--- config.mk ---
export PLATFORM = sky130hd
export DESIGN_NAME = i2cs_top
export DESIGN_NICKNAME = d
export VERILOG_FILES = /design/src/i2cs_pkg.sv /design/src/i2cs_top.sv
export SDC_FILE = /design/constraint.sdc
export NUM_CORES = 1
export LEC_CHECK = 0
export BUFFER_PORTS_ARGS = -buffer_cell sky130_fd_sc_hd__buf_2
export CAP_MARGIN = 20
export CORE_ASPECT_RATIO = 0.75
export CORE_MARGIN = 3
export CORE_UTILIZATION = 30
export DETAILED_ROUTE_END_ITERATION = 6
export GPL_TIMING_DRIVEN = 0
export SLEW_MARGIN = 10
export SYNTH_ARGS = -nofsm -noshare
export SYNTH_HDL_FRONTEND = slang
export SYNTH_SLANG_ARGS = --single-unit
--- constraint.sdc ---
create_clock -name aclk -period 5.35 [get_ports aclk]
set_input_delay 0.2675 -clock aclk [delete_from_list [all_inputs] [get_ports aclk]]
set_output_delay 0.2675 -clock aclk [all_outputs]
set_load 0.05 [all_outputs]
--- src/i2cs_pkg.sv ---
// Package for the slave-transmit serial port with bus monitor.
// Assumes an AXI4-Lite master on aclk and open-drain pins resolved outside.
package i2cs_pkg;
  // ***********************************************************
  // Register map (byte addresses)
  // ***********************************************************
  localparam logic [7:0] ADDR_CTRL = 8'h00;
  localparam logic [7:0] ADDR_STATUS = 8'h04;
  localparam logic [7:0] ADDR_BUF = 8'h08;
  localparam logic [7:0] ADDR_OWN = 8'h0c;
  localparam logic [7:0] ADDR_PORT = 8'h10;
  localparam logic [7:0] ADDR_IRQ = 8'h14;
  localparam logic [7:0] ADDR_MASK = 8'h18;
  // Control field positions
  localparam int CTL_MODE_LO = 0;
  localparam int CTL_REL = 4;
  localparam int CTL_EN = 5;
  localparam int CTL_OVF = 6;
  // Status field positions
  localparam int ST_FULL = 0;
  localparam int ST_RW = 2;
  localparam int ST_START = 3;
  localparam int ST_STOP = 4;
  localparam int ST_DATA = 5;
  localparam int ST_FREE = 6;
  // Interrupt bits
  localparam int IRQ_BYTE = 0;
  localparam int IRQ_START = 1;
  localparam int IRQ_STOP = 2;
  // Port direction bits
  localparam int DIR_SCL = 3;
  localparam int DIR_SDA = 4;
  // Reset values, mode codes and response codes
  localparam logic [7:0] RST_CTRL = 8'h00;
  localparam logic [7:0] RST_DIR = 8'hff;
  localparam logic [2:0] RST_MASK = 3'h0;
  localparam logic [3:0] MODE_SLAVE7 = 4'h6;
  localparam logic [3:0] MODE_IDLE_MON = 4'hb;
  localparam logic [1:0] RESP_OKAY = 2'h0;
  localparam logic [1:0] RESP_SLVERR = 2'h2;

  typedef struct packed {
    logic scl;
    logic sda;
  } i2cs_pins_t;

  typedef enum logic [4:0] {
    ST_IDLE = 5'b00001,
    ST_ADDR = 5'b00010,
    ST_TX = 5'b00100,
    ST_ACKIN = 5'b01000,
    ST_RX = 5'b10000
  } i2cs_state_t;
endpackage

--- src/i2cs_top.sv ---
// Slave-transmit serial port with start/stop bus monitor and AXI4-Lite regs.
// Assumes SCL/SDA are external open-drain wires, sampled here on aclk.
`timescale 1ns/1ps
// Behaviour
// - Matching read address sets direction, loads buffer
// - Acknowledge address, then clear release bit
// - Buffer write also loads shift register
// - Hold SCL low until release bit set
// - First bit out while SCL held, other seven on SCL falls
// - Flag on ninth falling edge, software clears
// - Sample master acknowledge on ninth rise
// - No acknowledge resets slave, awaits start
// - Acknowledge: hold SCL for next byte
// - Start/stop flags cleared by reset, disable
// - Bus free: stop seen, or neither
// - Master pins open drain, always drive low
// - Direction bit high releases, low drives zero
// - Interrupt on start, stop, byte done
// - Mode 1011 idle slave with start/stop interrupts
// - Separate start, stop, byte status bits
module i2cs_top (
  input wire logic aclk,
  input wire logic aresetn,
  input wire logic [7:0] s_axi_awaddr,
  input wire logic s_axi_awvalid,
  output logic s_axi_awready,
  input wire logic [31:0] s_axi_wdata,
  input wire logic [3:0] s_axi_wstrb,
  input wire logic s_axi_wvalid,
  output logic s_axi_wready,
  output logic [1:0] s_axi_bresp,
  output logic s_axi_bvalid,
  input wire logic s_axi_bready,
  input wire logic [7:0] s_axi_araddr,
  input wire logic s_axi_arvalid,
  output logic s_axi_arready,
  output logic [31:0] s_axi_rdata,
  output logic [1:0] s_axi_rresp,
  output logic s_axi_rvalid,
  input wire logic s_axi_rready,
  input wire i2cs_pkg::i2cs_pins_t pin_in,
  output i2cs_pkg::i2cs_pins_t pin_out,
  output i2cs_pkg::i2cs_pins_t pin_oe,
  output logic irq
);
  import i2cs_pkg::*;

  // ***********************************************************
  // Pin synchronisers and edge detection
  // ***********************************************************
  i2cs_pins_t sync1, sync2, prev;
  always_ff @(posedge aclk) begin
    if (!aresetn) begin
      sync1 <= '{scl: 1'b1, sda: 1'b1};
      sync2 <= '{scl: 1'b1, sda: 1'b1};
      prev <= '{scl: 1'b1, sda: 1'b1};
    end else begin
      sync1 <= pin_in;
      sync2 <= sync1;
      prev <= sync2;
    end
  end
  logic scl_rise, scl_fall, start_det, stop_det;
  assign scl_rise = sync2.scl & ~prev.scl;
  assign scl_fall = ~sync2.scl & prev.scl;
  assign start_det = sync2.scl & prev.scl & prev.sda & ~sync2.sda;
  assign stop_det = sync2.scl & prev.scl & ~prev.sda & sync2.sda;

  // ***********************************************************
  // State
  // ***********************************************************
  logic [7:0] ctrl, next_ctrl, own, next_own, buf_q, next_buf;
  logic [7:0] sr, next_sr, dir, next_dir;
  logic full, next_full, rw, next_rw, s_f, next_s_f, p_f, next_p_f;
  logic da, next_da, sda_lo, next_sda_lo, scl_lo, next_scl_lo;
  logic [3:0] cnt, next_cnt;
  logic [2:0] ist, next_ist, mask, next_mask;
  i2cs_state_t st, next_st;
  logic aw_hold, next_aw_hold, w_hold, next_w_hold;
  logic [7:0] aw_a, next_aw_a;
  logic [31:0] w_d, next_w_d;
  logic [3:0] w_s, next_w_s;
  logic bvalid, next_bvalid, rvalid, next_rvalid, irq_q, next_irq;
  logic [1:0] bresp, next_bresp, rresp, next_rresp;
  logic [31:0] rdata, next_rdata;

  function automatic logic known(input logic [7:0] a);
    known = a == ADDR_CTRL || a == ADDR_STATUS || a == ADDR_BUF ||
      a == ADDR_OWN || a == ADDR_PORT || a == ADDR_IRQ || a == ADDR_MASK;
  endfunction

  logic en, slave_on, bus_free;
  assign en = ctrl[CTL_EN];
  assign slave_on = en && ctrl[CTL_MODE_LO +: 4] == MODE_SLAVE7;
  assign bus_free = p_f | (~s_f & ~p_f);

  // ***********************************************************
  // Next-state logic: bus, link and interrupts
  // ***********************************************************
  always_comb begin
    logic wr, rd, do_w;
    logic [7:0] wa;
    logic [2:0] ev;
    next_ctrl = ctrl; next_own = own; next_buf = buf_q; next_sr = sr;
    next_dir = dir; next_full = full; next_rw = rw; next_s_f = s_f;
    next_p_f = p_f; next_da = da; next_sda_lo = sda_lo;
    next_scl_lo = scl_lo; next_cnt = cnt; next_ist = ist;
    next_mask = mask; next_st = st; next_aw_hold = aw_hold;
    next_w_hold = w_hold; next_aw_a = aw_a; next_w_d = w_d;
    next_w_s = w_s; next_bvalid = bvalid; next_rvalid = rvalid;
    next_bresp = bresp; next_rresp = rresp; next_rdata = rdata;
    ev = 3'h0;
    if (s_axi_awvalid && !aw_hold) begin
      next_aw_hold = 1'b1; next_aw_a = s_axi_awaddr;
    end
    if (s_axi_wvalid && !w_hold) begin
      next_w_hold = 1'b1; next_w_d = s_axi_wdata; next_w_s = s_axi_wstrb;
    end
    do_w = aw_hold && w_hold && !bvalid;
    wa = aw_a;
    wr = do_w && w_s[0];
    rd = s_axi_arvalid && !rvalid;
    if (s_axi_bready && bvalid) next_bvalid = 1'b0;
    if (s_axi_rready && rvalid) next_rvalid = 1'b0;
    if (rd) begin
      next_rvalid = 1'b1;
      next_rresp = known(s_axi_araddr) ? RESP_OKAY : RESP_SLVERR;
      next_rdata = 32'h0;
      unique case (s_axi_araddr)
        ADDR_CTRL: next_rdata[7:0] = ctrl;
        ADDR_STATUS: next_rdata[7:0] = {1'b0, bus_free, da, p_f, s_f,
          rw, 1'b0, full};
        ADDR_BUF: next_rdata[7:0] = buf_q;
        ADDR_OWN: next_rdata[7:0] = own;
        ADDR_PORT: next_rdata[7:0] = dir;
        ADDR_IRQ: next_rdata[2:0] = ist;
        ADDR_MASK: next_rdata[2:0] = mask;
        default: next_rdata = 32'h0;
      endcase
      if (s_axi_araddr == ADDR_BUF) next_full = 1'b0;
    end
    if (do_w) begin
      next_aw_hold = 1'b0; next_w_hold = 1'b0; next_bvalid = 1'b1;
      next_bresp = known(wa) ? RESP_OKAY : RESP_SLVERR;
    end
    if (wr) begin
      unique case (wa)
        ADDR_CTRL: next_ctrl = w_d[7:0];
        ADDR_BUF: begin
          next_buf = w_d[7:0];
          next_sr = w_d[7:0];
        end
        ADDR_OWN: next_own = w_d[7:0];
        ADDR_PORT: next_dir = w_d[7:0];
        ADDR_IRQ: next_ist = ist & ~w_d[2:0];
        ADDR_MASK: next_mask = w_d[2:0];
        default: next_ctrl = next_ctrl;
      endcase
    end
    if (!ctrl[CTL_REL]) next_scl_lo = scl_lo;
    else next_scl_lo = 1'b0;
    // Link side
    if (en) begin
      if (start_det) begin
        next_s_f = 1'b1; next_p_f = 1'b0; ev[IRQ_START] = 1'b1;
        next_st = ST_ADDR; next_cnt = 4'h0; next_sda_lo = 1'b0;
        next_rw = 1'b0;
      end else if (stop_det) begin
        next_p_f = 1'b1; next_s_f = 1'b0; ev[IRQ_STOP] = 1'b1;
        next_st = ST_IDLE; next_sda_lo = 1'b0;
      end else if (slave_on) begin
        unique case (st)
          ST_IDLE: begin
            // Ninth fall after a not-acknowledged byte still counts as a transfer
            if (scl_fall && cnt == 4'h9) begin
              ev[IRQ_BYTE] = 1'b1;
              next_cnt = 4'h0;
            end
          end
          ST_ADDR, ST_RX: begin
            if (scl_rise && cnt < 4'h8) next_sr = {sr[6:0], sync2.sda};
            if (scl_rise) next_cnt = cnt + 4'h1;
            if (scl_fall && cnt == 4'h8) begin
              if (st == ST_ADDR && sr[7:1] != own[7:1]) begin
                next_st = ST_IDLE;
              end else if (full || ctrl[CTL_OVF]) begin
                next_ctrl[CTL_OVF] = 1'b1;
                ev[IRQ_BYTE] = 1'b1;
              end else begin
                next_sda_lo = 1'b1;
                next_buf = sr; next_full = st == ST_RX;
                next_da = st == ST_RX;
                if (st == ST_ADDR && sr[0]) begin
                  next_rw = 1'b1; next_full = 1'b0;
                end
              end
            end
            if (scl_fall && cnt == 4'h9) begin
              next_sda_lo = 1'b0; next_cnt = 4'h0;
              ev[IRQ_BYTE] = 1'b1;
              if (rw) begin
                next_ctrl[CTL_REL] = 1'b0;
                next_scl_lo = 1'b1;
                next_st = ST_TX;
                next_da = 1'b1;
              end else begin
                next_st = ST_RX;
              end
            end
          end
          ST_TX: begin
            // First bit sits on SDA before SCL is let go: no false start
            if (cnt == 4'h0 && scl_lo) begin
              next_sda_lo = ~sr[7];
            end
            if (scl_fall) begin
              if (cnt < 4'h7) begin
                next_sda_lo = ~sr[6];
                next_sr = {sr[6:0], 1'b0};
                next_cnt = cnt + 4'h1;
              end else begin
                next_sda_lo = 1'b0; next_st = ST_ACKIN;
              end
            end
          end
          ST_ACKIN: begin
            if (scl_rise) begin
              if (sync2.sda) begin
                next_st = ST_IDLE; next_rw = 1'b0; next_da = 1'b0;
                next_full = 1'b0; next_cnt = 4'h9;
              end else begin
                next_cnt = 4'h9;
              end
            end
            if (scl_fall && cnt == 4'h9) begin
              ev[IRQ_BYTE] = 1'b1;
              next_ctrl[CTL_REL] = 1'b0; next_scl_lo = 1'b1;
              next_cnt = 4'h0; next_st = ST_TX;
            end
          end
          default: next_st = ST_IDLE;
        endcase
      end
    end else begin
      next_s_f = 1'b0; next_p_f = 1'b0;
      next_st = ST_IDLE; next_sda_lo = 1'b0; next_scl_lo = 1'b0;
      next_rw = 1'b0; next_da = 1'b0; next_cnt = 4'h0;
    end
    next_ist = next_ist | ev; // Set beats a same-cycle clear
    next_irq = |(next_ist & next_mask);
  end

  // ***********************************************************
  // Registers
  // ***********************************************************
  always_ff @(posedge aclk) begin
    if (!aresetn) begin
      ctrl <= RST_CTRL; own <= 8'h00; buf_q <= 8'h00; sr <= 8'h00;
      dir <= RST_DIR; full <= 1'b0; rw <= 1'b0; s_f <= 1'b0; p_f <= 1'b0;
      da <= 1'b0; sda_lo <= 1'b0; scl_lo <= 1'b0; cnt <= 4'h0;
      ist <= 3'h0; mask <= RST_MASK; st <= ST_IDLE; aw_hold <= 1'b0;
      w_hold <= 1'b0; aw_a <= 8'h00; w_d <= 32'h0; w_s <= 4'h0;
      bvalid <= 1'b0; rvalid <= 1'b0; bresp <= 2'h0; rresp <= 2'h0;
      rdata <= 32'h0; irq_q <= 1'b0;
      pin_out <= '{scl: 1'b0, sda: 1'b0};
      pin_oe <= '{scl: 1'b0, sda: 1'b0};
    end else begin
      ctrl <= next_ctrl; own <= next_own; buf_q <= next_buf; sr <= next_sr;
      dir <= next_dir; full <= next_full; rw <= next_rw; s_f <= next_s_f;
      p_f <= next_p_f; da <= next_da; sda_lo <= next_sda_lo;
      scl_lo <= next_scl_lo; cnt <= next_cnt; ist <= next_ist;
      mask <= next_mask; st <= next_st; aw_hold <= next_aw_hold;
      w_hold <= next_w_hold; aw_a <= next_aw_a; w_d <= next_w_d;
      w_s <= next_w_s; bvalid <= next_bvalid; rvalid <= next_rvalid;
      bresp <= next_bresp; rresp <= next_rresp; rdata <= next_rdata;
      irq_q <= next_irq;
      // Open drain: only ever drives zero, whatever else is asked
      pin_out <= '{scl: 1'b0, sda: 1'b0};
      pin_oe.scl <= next_scl_lo | ~next_dir[DIR_SCL];
      pin_oe.sda <= next_sda_lo | ~next_dir[DIR_SDA];
    end
  end

  assign s_axi_awready = ~aw_hold;
  assign s_axi_wready = ~w_hold;
  assign s_axi_arready = ~rvalid;
  assign s_axi_bvalid = bvalid;
  assign s_axi_bresp = bresp;
  assign s_axi_rvalid = rvalid;
  assign s_axi_rresp = rresp;
  assign s_axi_rdata = rdata;
  assign irq = irq_q;

  // Link events that the slave decoder acts on
  logic quiet;
  assign quiet = slave_on && !start_det && !stop_det;
endmodule

* After elaboration in Yosys (flattened, before gate mapping) *
Cells that the tools add are included.

operators by class
  $add $sub $neg = 1
  $lt $le $gt $ge = 2
  eq/ne operators = 43
  mux-type cells = 135
  bitwise gates (word level) = 33
  reductions and logical operators = 56

operators with widths
  operator            number
  $mux 8              19
  $mux 1              74
  $mux 5              11
  $eq 8x5->1 const B  6
  $eq 8x4->1 const B  4
  $mux 4              7
  $pmux 5 s5          1
  $reduce_and 8->1    3
  $pmux 3 s7          1
  $ne 2x2->1 const B  10
  $ne 5x5->1 const B  4
  $pmux 5 s4          1
  $ne 3x3->1 const B  6
  $not 1->1           18
  $eq 8x3->1 const B  2
  $logic_not 8->1     2
  $pmux 4 s4          1
  $pmux 8 s2          1
  $logic_and 1x1->1   15
  $mux 3              5
  $mux 7              2
  $pmux 1 s2          7
  $logic_or 1x1->1    13
  $mux 2              5
  28 further kinds    52

storage, ports and cells
  flip-flop bits (word level) = 104
  output and inout port bits = 46

* Depth between registers and ports, before layout *
  word-level depth = 13
  depth in mapped cells = 7
  gate-level depth less buffers = 7

* Worst setup path after synthesis *
Ideal clock, no wire load.

  path kind = reg-to-reg
  from = reg aw_a[3]
  to = reg buf_q[5]
  library setup time = 146 ps
  data arrival time = 2241 ps
  path slack = 2963 ps
  stages on the path, launching flop included = 8
  period minus slack after synthesis = 2387 ps
  cell sequence = dfxtp_1 > clkbuf_1 > or3b_2 > nor4_2 > buf_4 > mux2_2 > nand2_1 > mux2i_1

between the ends
  longest elaborated chain between the ends = 11

ends and longest elaborated chain
  what                    RTL line         RTL
  from (decl)             i2cs_top.sv:80   logic [7:0] aw_a, next_aw_a;
  from (signal assigned)  i2cs_top.sv:273  w_hold <= next_w_hold; aw_a <= next_aw_a; w_d <= next_w_d;
  $eq 8x4->1 *            i2cs_top.sv:147  unique case (wa)
  $mux 8 *                i2cs_top.sv:147
  $mux 8 *                i2cs_top.sv:146  if (wr) begin
  $mux 8                  i2cs_top.sv:186  end else if (full || ctrl[CTL_OVF]) begin
  $mux 8                  i2cs_top.sv:184  if (st == ST_ADDR && sr[7:1] != own[7:1]) begin
  $mux 8                  i2cs_top.sv:183  if (scl_fall && cnt == 4'h8) begin
  $mux 8                  i2cs_top.sv:172  unique case (st)
  $mux 8                  i2cs_top.sv:171  end else if (slave_on) begin
  $mux 8                  i2cs_top.sv:168  end else if (stop_det) begin
  $mux 8                  i2cs_top.sv:164  if (start_det) begin
  $mux 8 *                i2cs_top.sv:163  if (en) begin
  to (signal assigned)    i2cs_top.sv:268  ctrl <= next_ctrl; own <= next_own; buf_q <= next_buf; sr <= next_sr;
  to (decl)               i2cs_top.sv:72   logic [7:0] ctrl, next_ctrl, own, next_own, buf_q, next_buf;

Mark *: on every way between the ends. The rest lies on a longest branch, timed or not.
A chain may end at the register's enable or synchronous reset.

* Worst setup path in the final report *
  from = reg prev[1] (netlist bit)
  to = reg pin_oe[1] (netlist bit)

between the ends
  longest elaborated chain between the ends = 9
  elaborated cells on any way between the ends = 15
  those cells by class = 7 x mux; 7 x bitwise; 1 x reduce/logical

ends and longest elaborated chain
  what                              RTL line                          RTL
  from (decl)                       i2cs_top.sv:51                    i2cs_pins_t sync1, sync2, prev;
  from (signal assigned)            i2cs_top.sv:56                    prev <= '{scl: 1'b1, sda: 1'b1};
  from (signal assigned)            i2cs_top.sv:60                    prev <= sync2;
  $and 1x1->1                       i2cs_top.sv:65                    assign scl_fall = ~sync2.scl & prev.scl;
  $logic_and 1x1->1                 i2cs_top.sv:198, i2cs_top.sv:235
  $mux 1, on equally long branches  i2cs_top.sv:235, i2cs_top.sv:198
  $pmux 1 s2                        i2cs_top.sv:172
  $mux 1                            i2cs_top.sv:171
  $mux 1                            i2cs_top.sv:168
  $mux 1 *                          i2cs_top.sv:164
  $mux 1 *                          i2cs_top.sv:163
  $or 1x1->1 *                      i2cs_top.sv:279                   pin_oe.scl <= next_scl_lo | ~next_dir[DIR_SCL];
  to (signal assigned)              i2cs_top.sv:266                   pin_oe <= '{scl: 1'b0, sda: 1'b0};
  to (decl)                         i2cs_top.sv:43                    output i2cs_pkg::i2cs_pins_t pin_oe,

Marked as above.

==> impl_metrics.env <==
export IMPL_ir_drop_mv=0.1454
export IMPL_use_met3=0.03812
export IMPL_place_congestion=0.9307
export IMPL_required_ps=5640
export IMPL_die_area_sq_um=19780
export IMPL_track_usage=0.1630
export IMPL_grt_max_degree=16
export IMPL_met1_usage=0.2640
export IMPL_synth_flop_cell="dfxtp_1"
export IMPL_wl_per_cell_um=16.90
export IMPL_final_cell_mix="dfxtp_1 (102), nand2_1 (74), nor2_1 (59), mux2i_1 (54), buf_2 (50)"
export IMPL_cap_violations=0
export IMPL_multi_input_area_sq_um=3078
export IMPL_crit_chain="clkbuf_1 -> nor4bb_1 -> nand2_1 -> a2111oi_0 -> a32o_1 -> nand2b_1"
export IMPL_final_common_cell="dfxtp_1"
export IMPL_place_area_sq_um=6075
export IMPL_root_buffer="clkbuf_16"
export IMPL_ys_warn_count=0
export IMPL_r2r_slack_ps=2410
export IMPL_crit_type="reg -> reg"
export IMPL_min_to="s_axi_rvalid$_SDFFE_PN0P_"
export IMPL_synth_area_leaders="dfxtp_1 (38%), mux2i_1 (9.9%), nand2_1 (5.1%), nor2_1 (4.1%), buf_4 (4.0%)"
export IMPL_hold_path_cell_count=2
export IMPL_min_period_ps=2937
export IMPL_critPathSlowestCell="a2111oi_0"
export IMPL_regArea_sq_um=2042
export IMPL_seq_area_frac_synth=0.3759
export IMPL_power_density_nw_per_um2=254.3
export IMPL_die_h_um=122.5
export IMPL_drive_gt1_frac=0.1648
export IMPL_yosysUniqueCellTypes=71
export IMPL_async_flop_share=0
export IMPL_cp_arrival_ps=3230
export IMPL_cts_tree="built"
export IMPL_p_leak_nw=2.356
export IMPL_cts_made_buffers=9
export IMPL_antenna_found_initial=0
export IMPL_clock_path_buffers=2
export IMPL_grt_use_met2=0.2097
export IMPL_cts_hold_buf=0
export IMPL_drt_iter0_drc=586
export IMPL_rsz0062_at_grt="false"
export IMPL_routed_via_count=4894
export IMPL_hold_path_class="in -> reg"
export IMPL_hpwl_um=12420
export IMPL_synth_seq_cells=102
export IMPL_dr_pass1_iters=5
export IMPL_start_util=0.3143
export IMPL_fin_nets=782
export IMPL_reg2reg_depth=6
export IMPL_port_buffers=49
export IMPL_post_cts_buffers=0
export IMPL_setup_violations=0
export IMPL_ant_nets=0
export IMPL_synth_top_area_cell="dfxtp_1"
export IMPL_min_from="s_axi_rready"
export IMPL_syn_avg_cell_area_sq_um=8.610
export IMPL_status="complete, no violations"
export IMPL_ctsResizeCount=0
export IMPL_final_area_sq_um=6360
export IMPL_via_per_inst=5.109
export IMPL_route_detailed_drc=0
export IMPL_clkLatencyLatePin_ps=350
export IMPL_max_freq_mhz=340.5
export IMPL_reg2reg_to="pin_oe[1]$_SDFF_PN0_"
export IMPL_total_power_mw=1.618
export IMPL_drv_slew=0
export IMPL_grt_ovfl_total=0
export IMPL_critPathCaptureType="register"
export IMPL_timing_rr_start="prev[1]$_SDFF_PN1_"
export IMPL_first_global_vias=4413
export IMPL_clkSinkCount=102
export IMPL_start_kind="register"
export IMPL_synth_edf_count=0
export IMPL_synth_area_sq_um=5433
export IMPL_finalSetupTns_ps=0
export IMPL_n_fill_cell=1828
export IMPL_worst_pin_slew_ps=932.9
export IMPL_synth_top_area_frac=0.3759
export IMPL_crit_path_max_fanout=10
export IMPL_gr_max_usage_layer="met1"
export IMPL_die_x_um=161.4
export IMPL_rows=41
export IMPL_io_pins=107
export IMPL_dpl_worst_slack_ps=2543
export IMPL_routed_wl_um=16190
export IMPL_netlist_instances=631
export IMPL_htree_num_levels=3
export IMPL_critPathMaxStageDelay_ps=810
export IMPL_insertedDiodeCount=0
export IMPL_cts_clk_slew_worst_paths_ps=70
export IMPL_grt_pass1_wl_um=25220
export IMPL_fin_crit_sh=0.5489
export IMPL_hold_violations=0
export IMPL_fin_ws_ps=2413
export IMPL_relSlewSlack=0.3723
export IMPL_syn_to_final_growth_pct=17.07
export IMPL_clock_skew_ps=7.234
export IMPL_coreArea_sq_um=17290
[layout make-up]
class                   count  share of cell area
clock inverters             3            0.002951
inverters                  17             0.01003
flip-flops and latches    102              0.3211
clock buffers              12             0.04190
repair buffers             49             0.03856
plain buffers              62             0.05509
well taps                 236             0.04643
multi-input cells         477              0.4840
[cells in the mapped netlist (4+ instances only)]
library cell	n
a211oi_1	10
a21oi_1	35
a221oi_1	5
a22oi_1	4
a2bb2oi_1	7
a31oi_1	6
a32oi_1	4
and2_1	8
and3b_1	4
buf_4	29
clkbuf_1	28
dfxtp_1	102
inv_1	16
mux2_2	13
mux2i_1	54
nand2_1	74
nand2b_1	13
nand3_1	18
nand3b_1	6
nand4_1	4
nand4b_1	4
nor2_1	59
nor2b_1	8
nor3_1	11
nor4_1	4
o2111ai_1	5
o211ai_1	6
o21ai_0	13
o22ai_1	5
o31ai_1	4
or4_1	5
xnor2_1	9
[worst max-delay path: cells and delay by family, from the launching register on]
family	cells	cell delay [ps]
simple gates	3	1120
flops	1	360
buf+inv	1	380
compound gates	2	1040
[cells by family after synthesis]
| logic type | Yosys count | synth area share |
|---|---|---|
| AND/OR/NAND/NOR | 237 | 0.2227 |
| AO/OA/AOI/OAI | 128 | 0.1635 |
| flip-flops | 102 | 0.3759 |
| buffers and inverters | 79 | 0.07623 |
| multiplexers | 69 | 0.1347 |
| XOR/XNOR | 12 | 0.01935 |
| adder cells (fa/ha/maj) | 3 | 0.006910 |
| other | 1 | 0.0006903 |
[where the power goes]
group	total, mW	internal [mW]	switching, mW
combinational	0.191	0.0561	0.135
sequential	0.791	0.775	0.0165
clock	0.635	0.351	0.284
[worst max path at each step]
stage	startpoint	endpoint	slack [ps]	cells after the start
finish	prev[1]$_SDFF_PN1_	pin_oe[1]$_SDFF_PN0_	2410	6
global placement	prev[1]$_SDFF_PN1_	pin_oe[1]$_SDFF_PN0_	2530	6
detailed placement	prev[1]$_SDFF_PN1_	pin_oe[1]$_SDFF_PN0_	2540	6
CTS	prev[1]$_SDFF_PN1_	pin_oe[1]$_SDFF_PN0_	2500	6
global route	st[3]$_SDFFE_PP0P_	buf_q[1]$_SDFF_PN0_	2280	6
floorplan	aw_a[3]$_SDFFE_PN0P_	buf_q[5]$_SDFF_PN0_	2960	7
[sequential cells by signal (all words and copies together), names as in the netlist, 2 cells and up]
signal,cells
cnt,4
sync1,2
mask,3
dir,8
aw_a,8
buf_q,8
own,8
pin_oe,2
w_d,8
ist,3
prev,2
sr,8
st,5
sync2,2
s_axi_rdata,8
ctrl,8
[per-layer routing]
| layer | share of wire | vias to the layer above |
|---|---|---|
| met1 | 0.53 | 2274 |
| met4 | 0.011 | 0 |
| met5 | 0 | - |
| met2 | 0.37 | 210 |
| met3 | 0.088 | 15 |
| li1 | - | 2395 |
[per-stage QoR]
stage,cells,hold WS (ps),utilization
floorplan,658,366.5,-
global placement,943,390.5,0.3514
detailed placement,943,394.9,0.3514
CTS,958,93.67,0.3679
global route,958,100.9,0.3679
finish,958,99.10,0.3679
No activity file was read; power rests on OpenSTA's default activity.
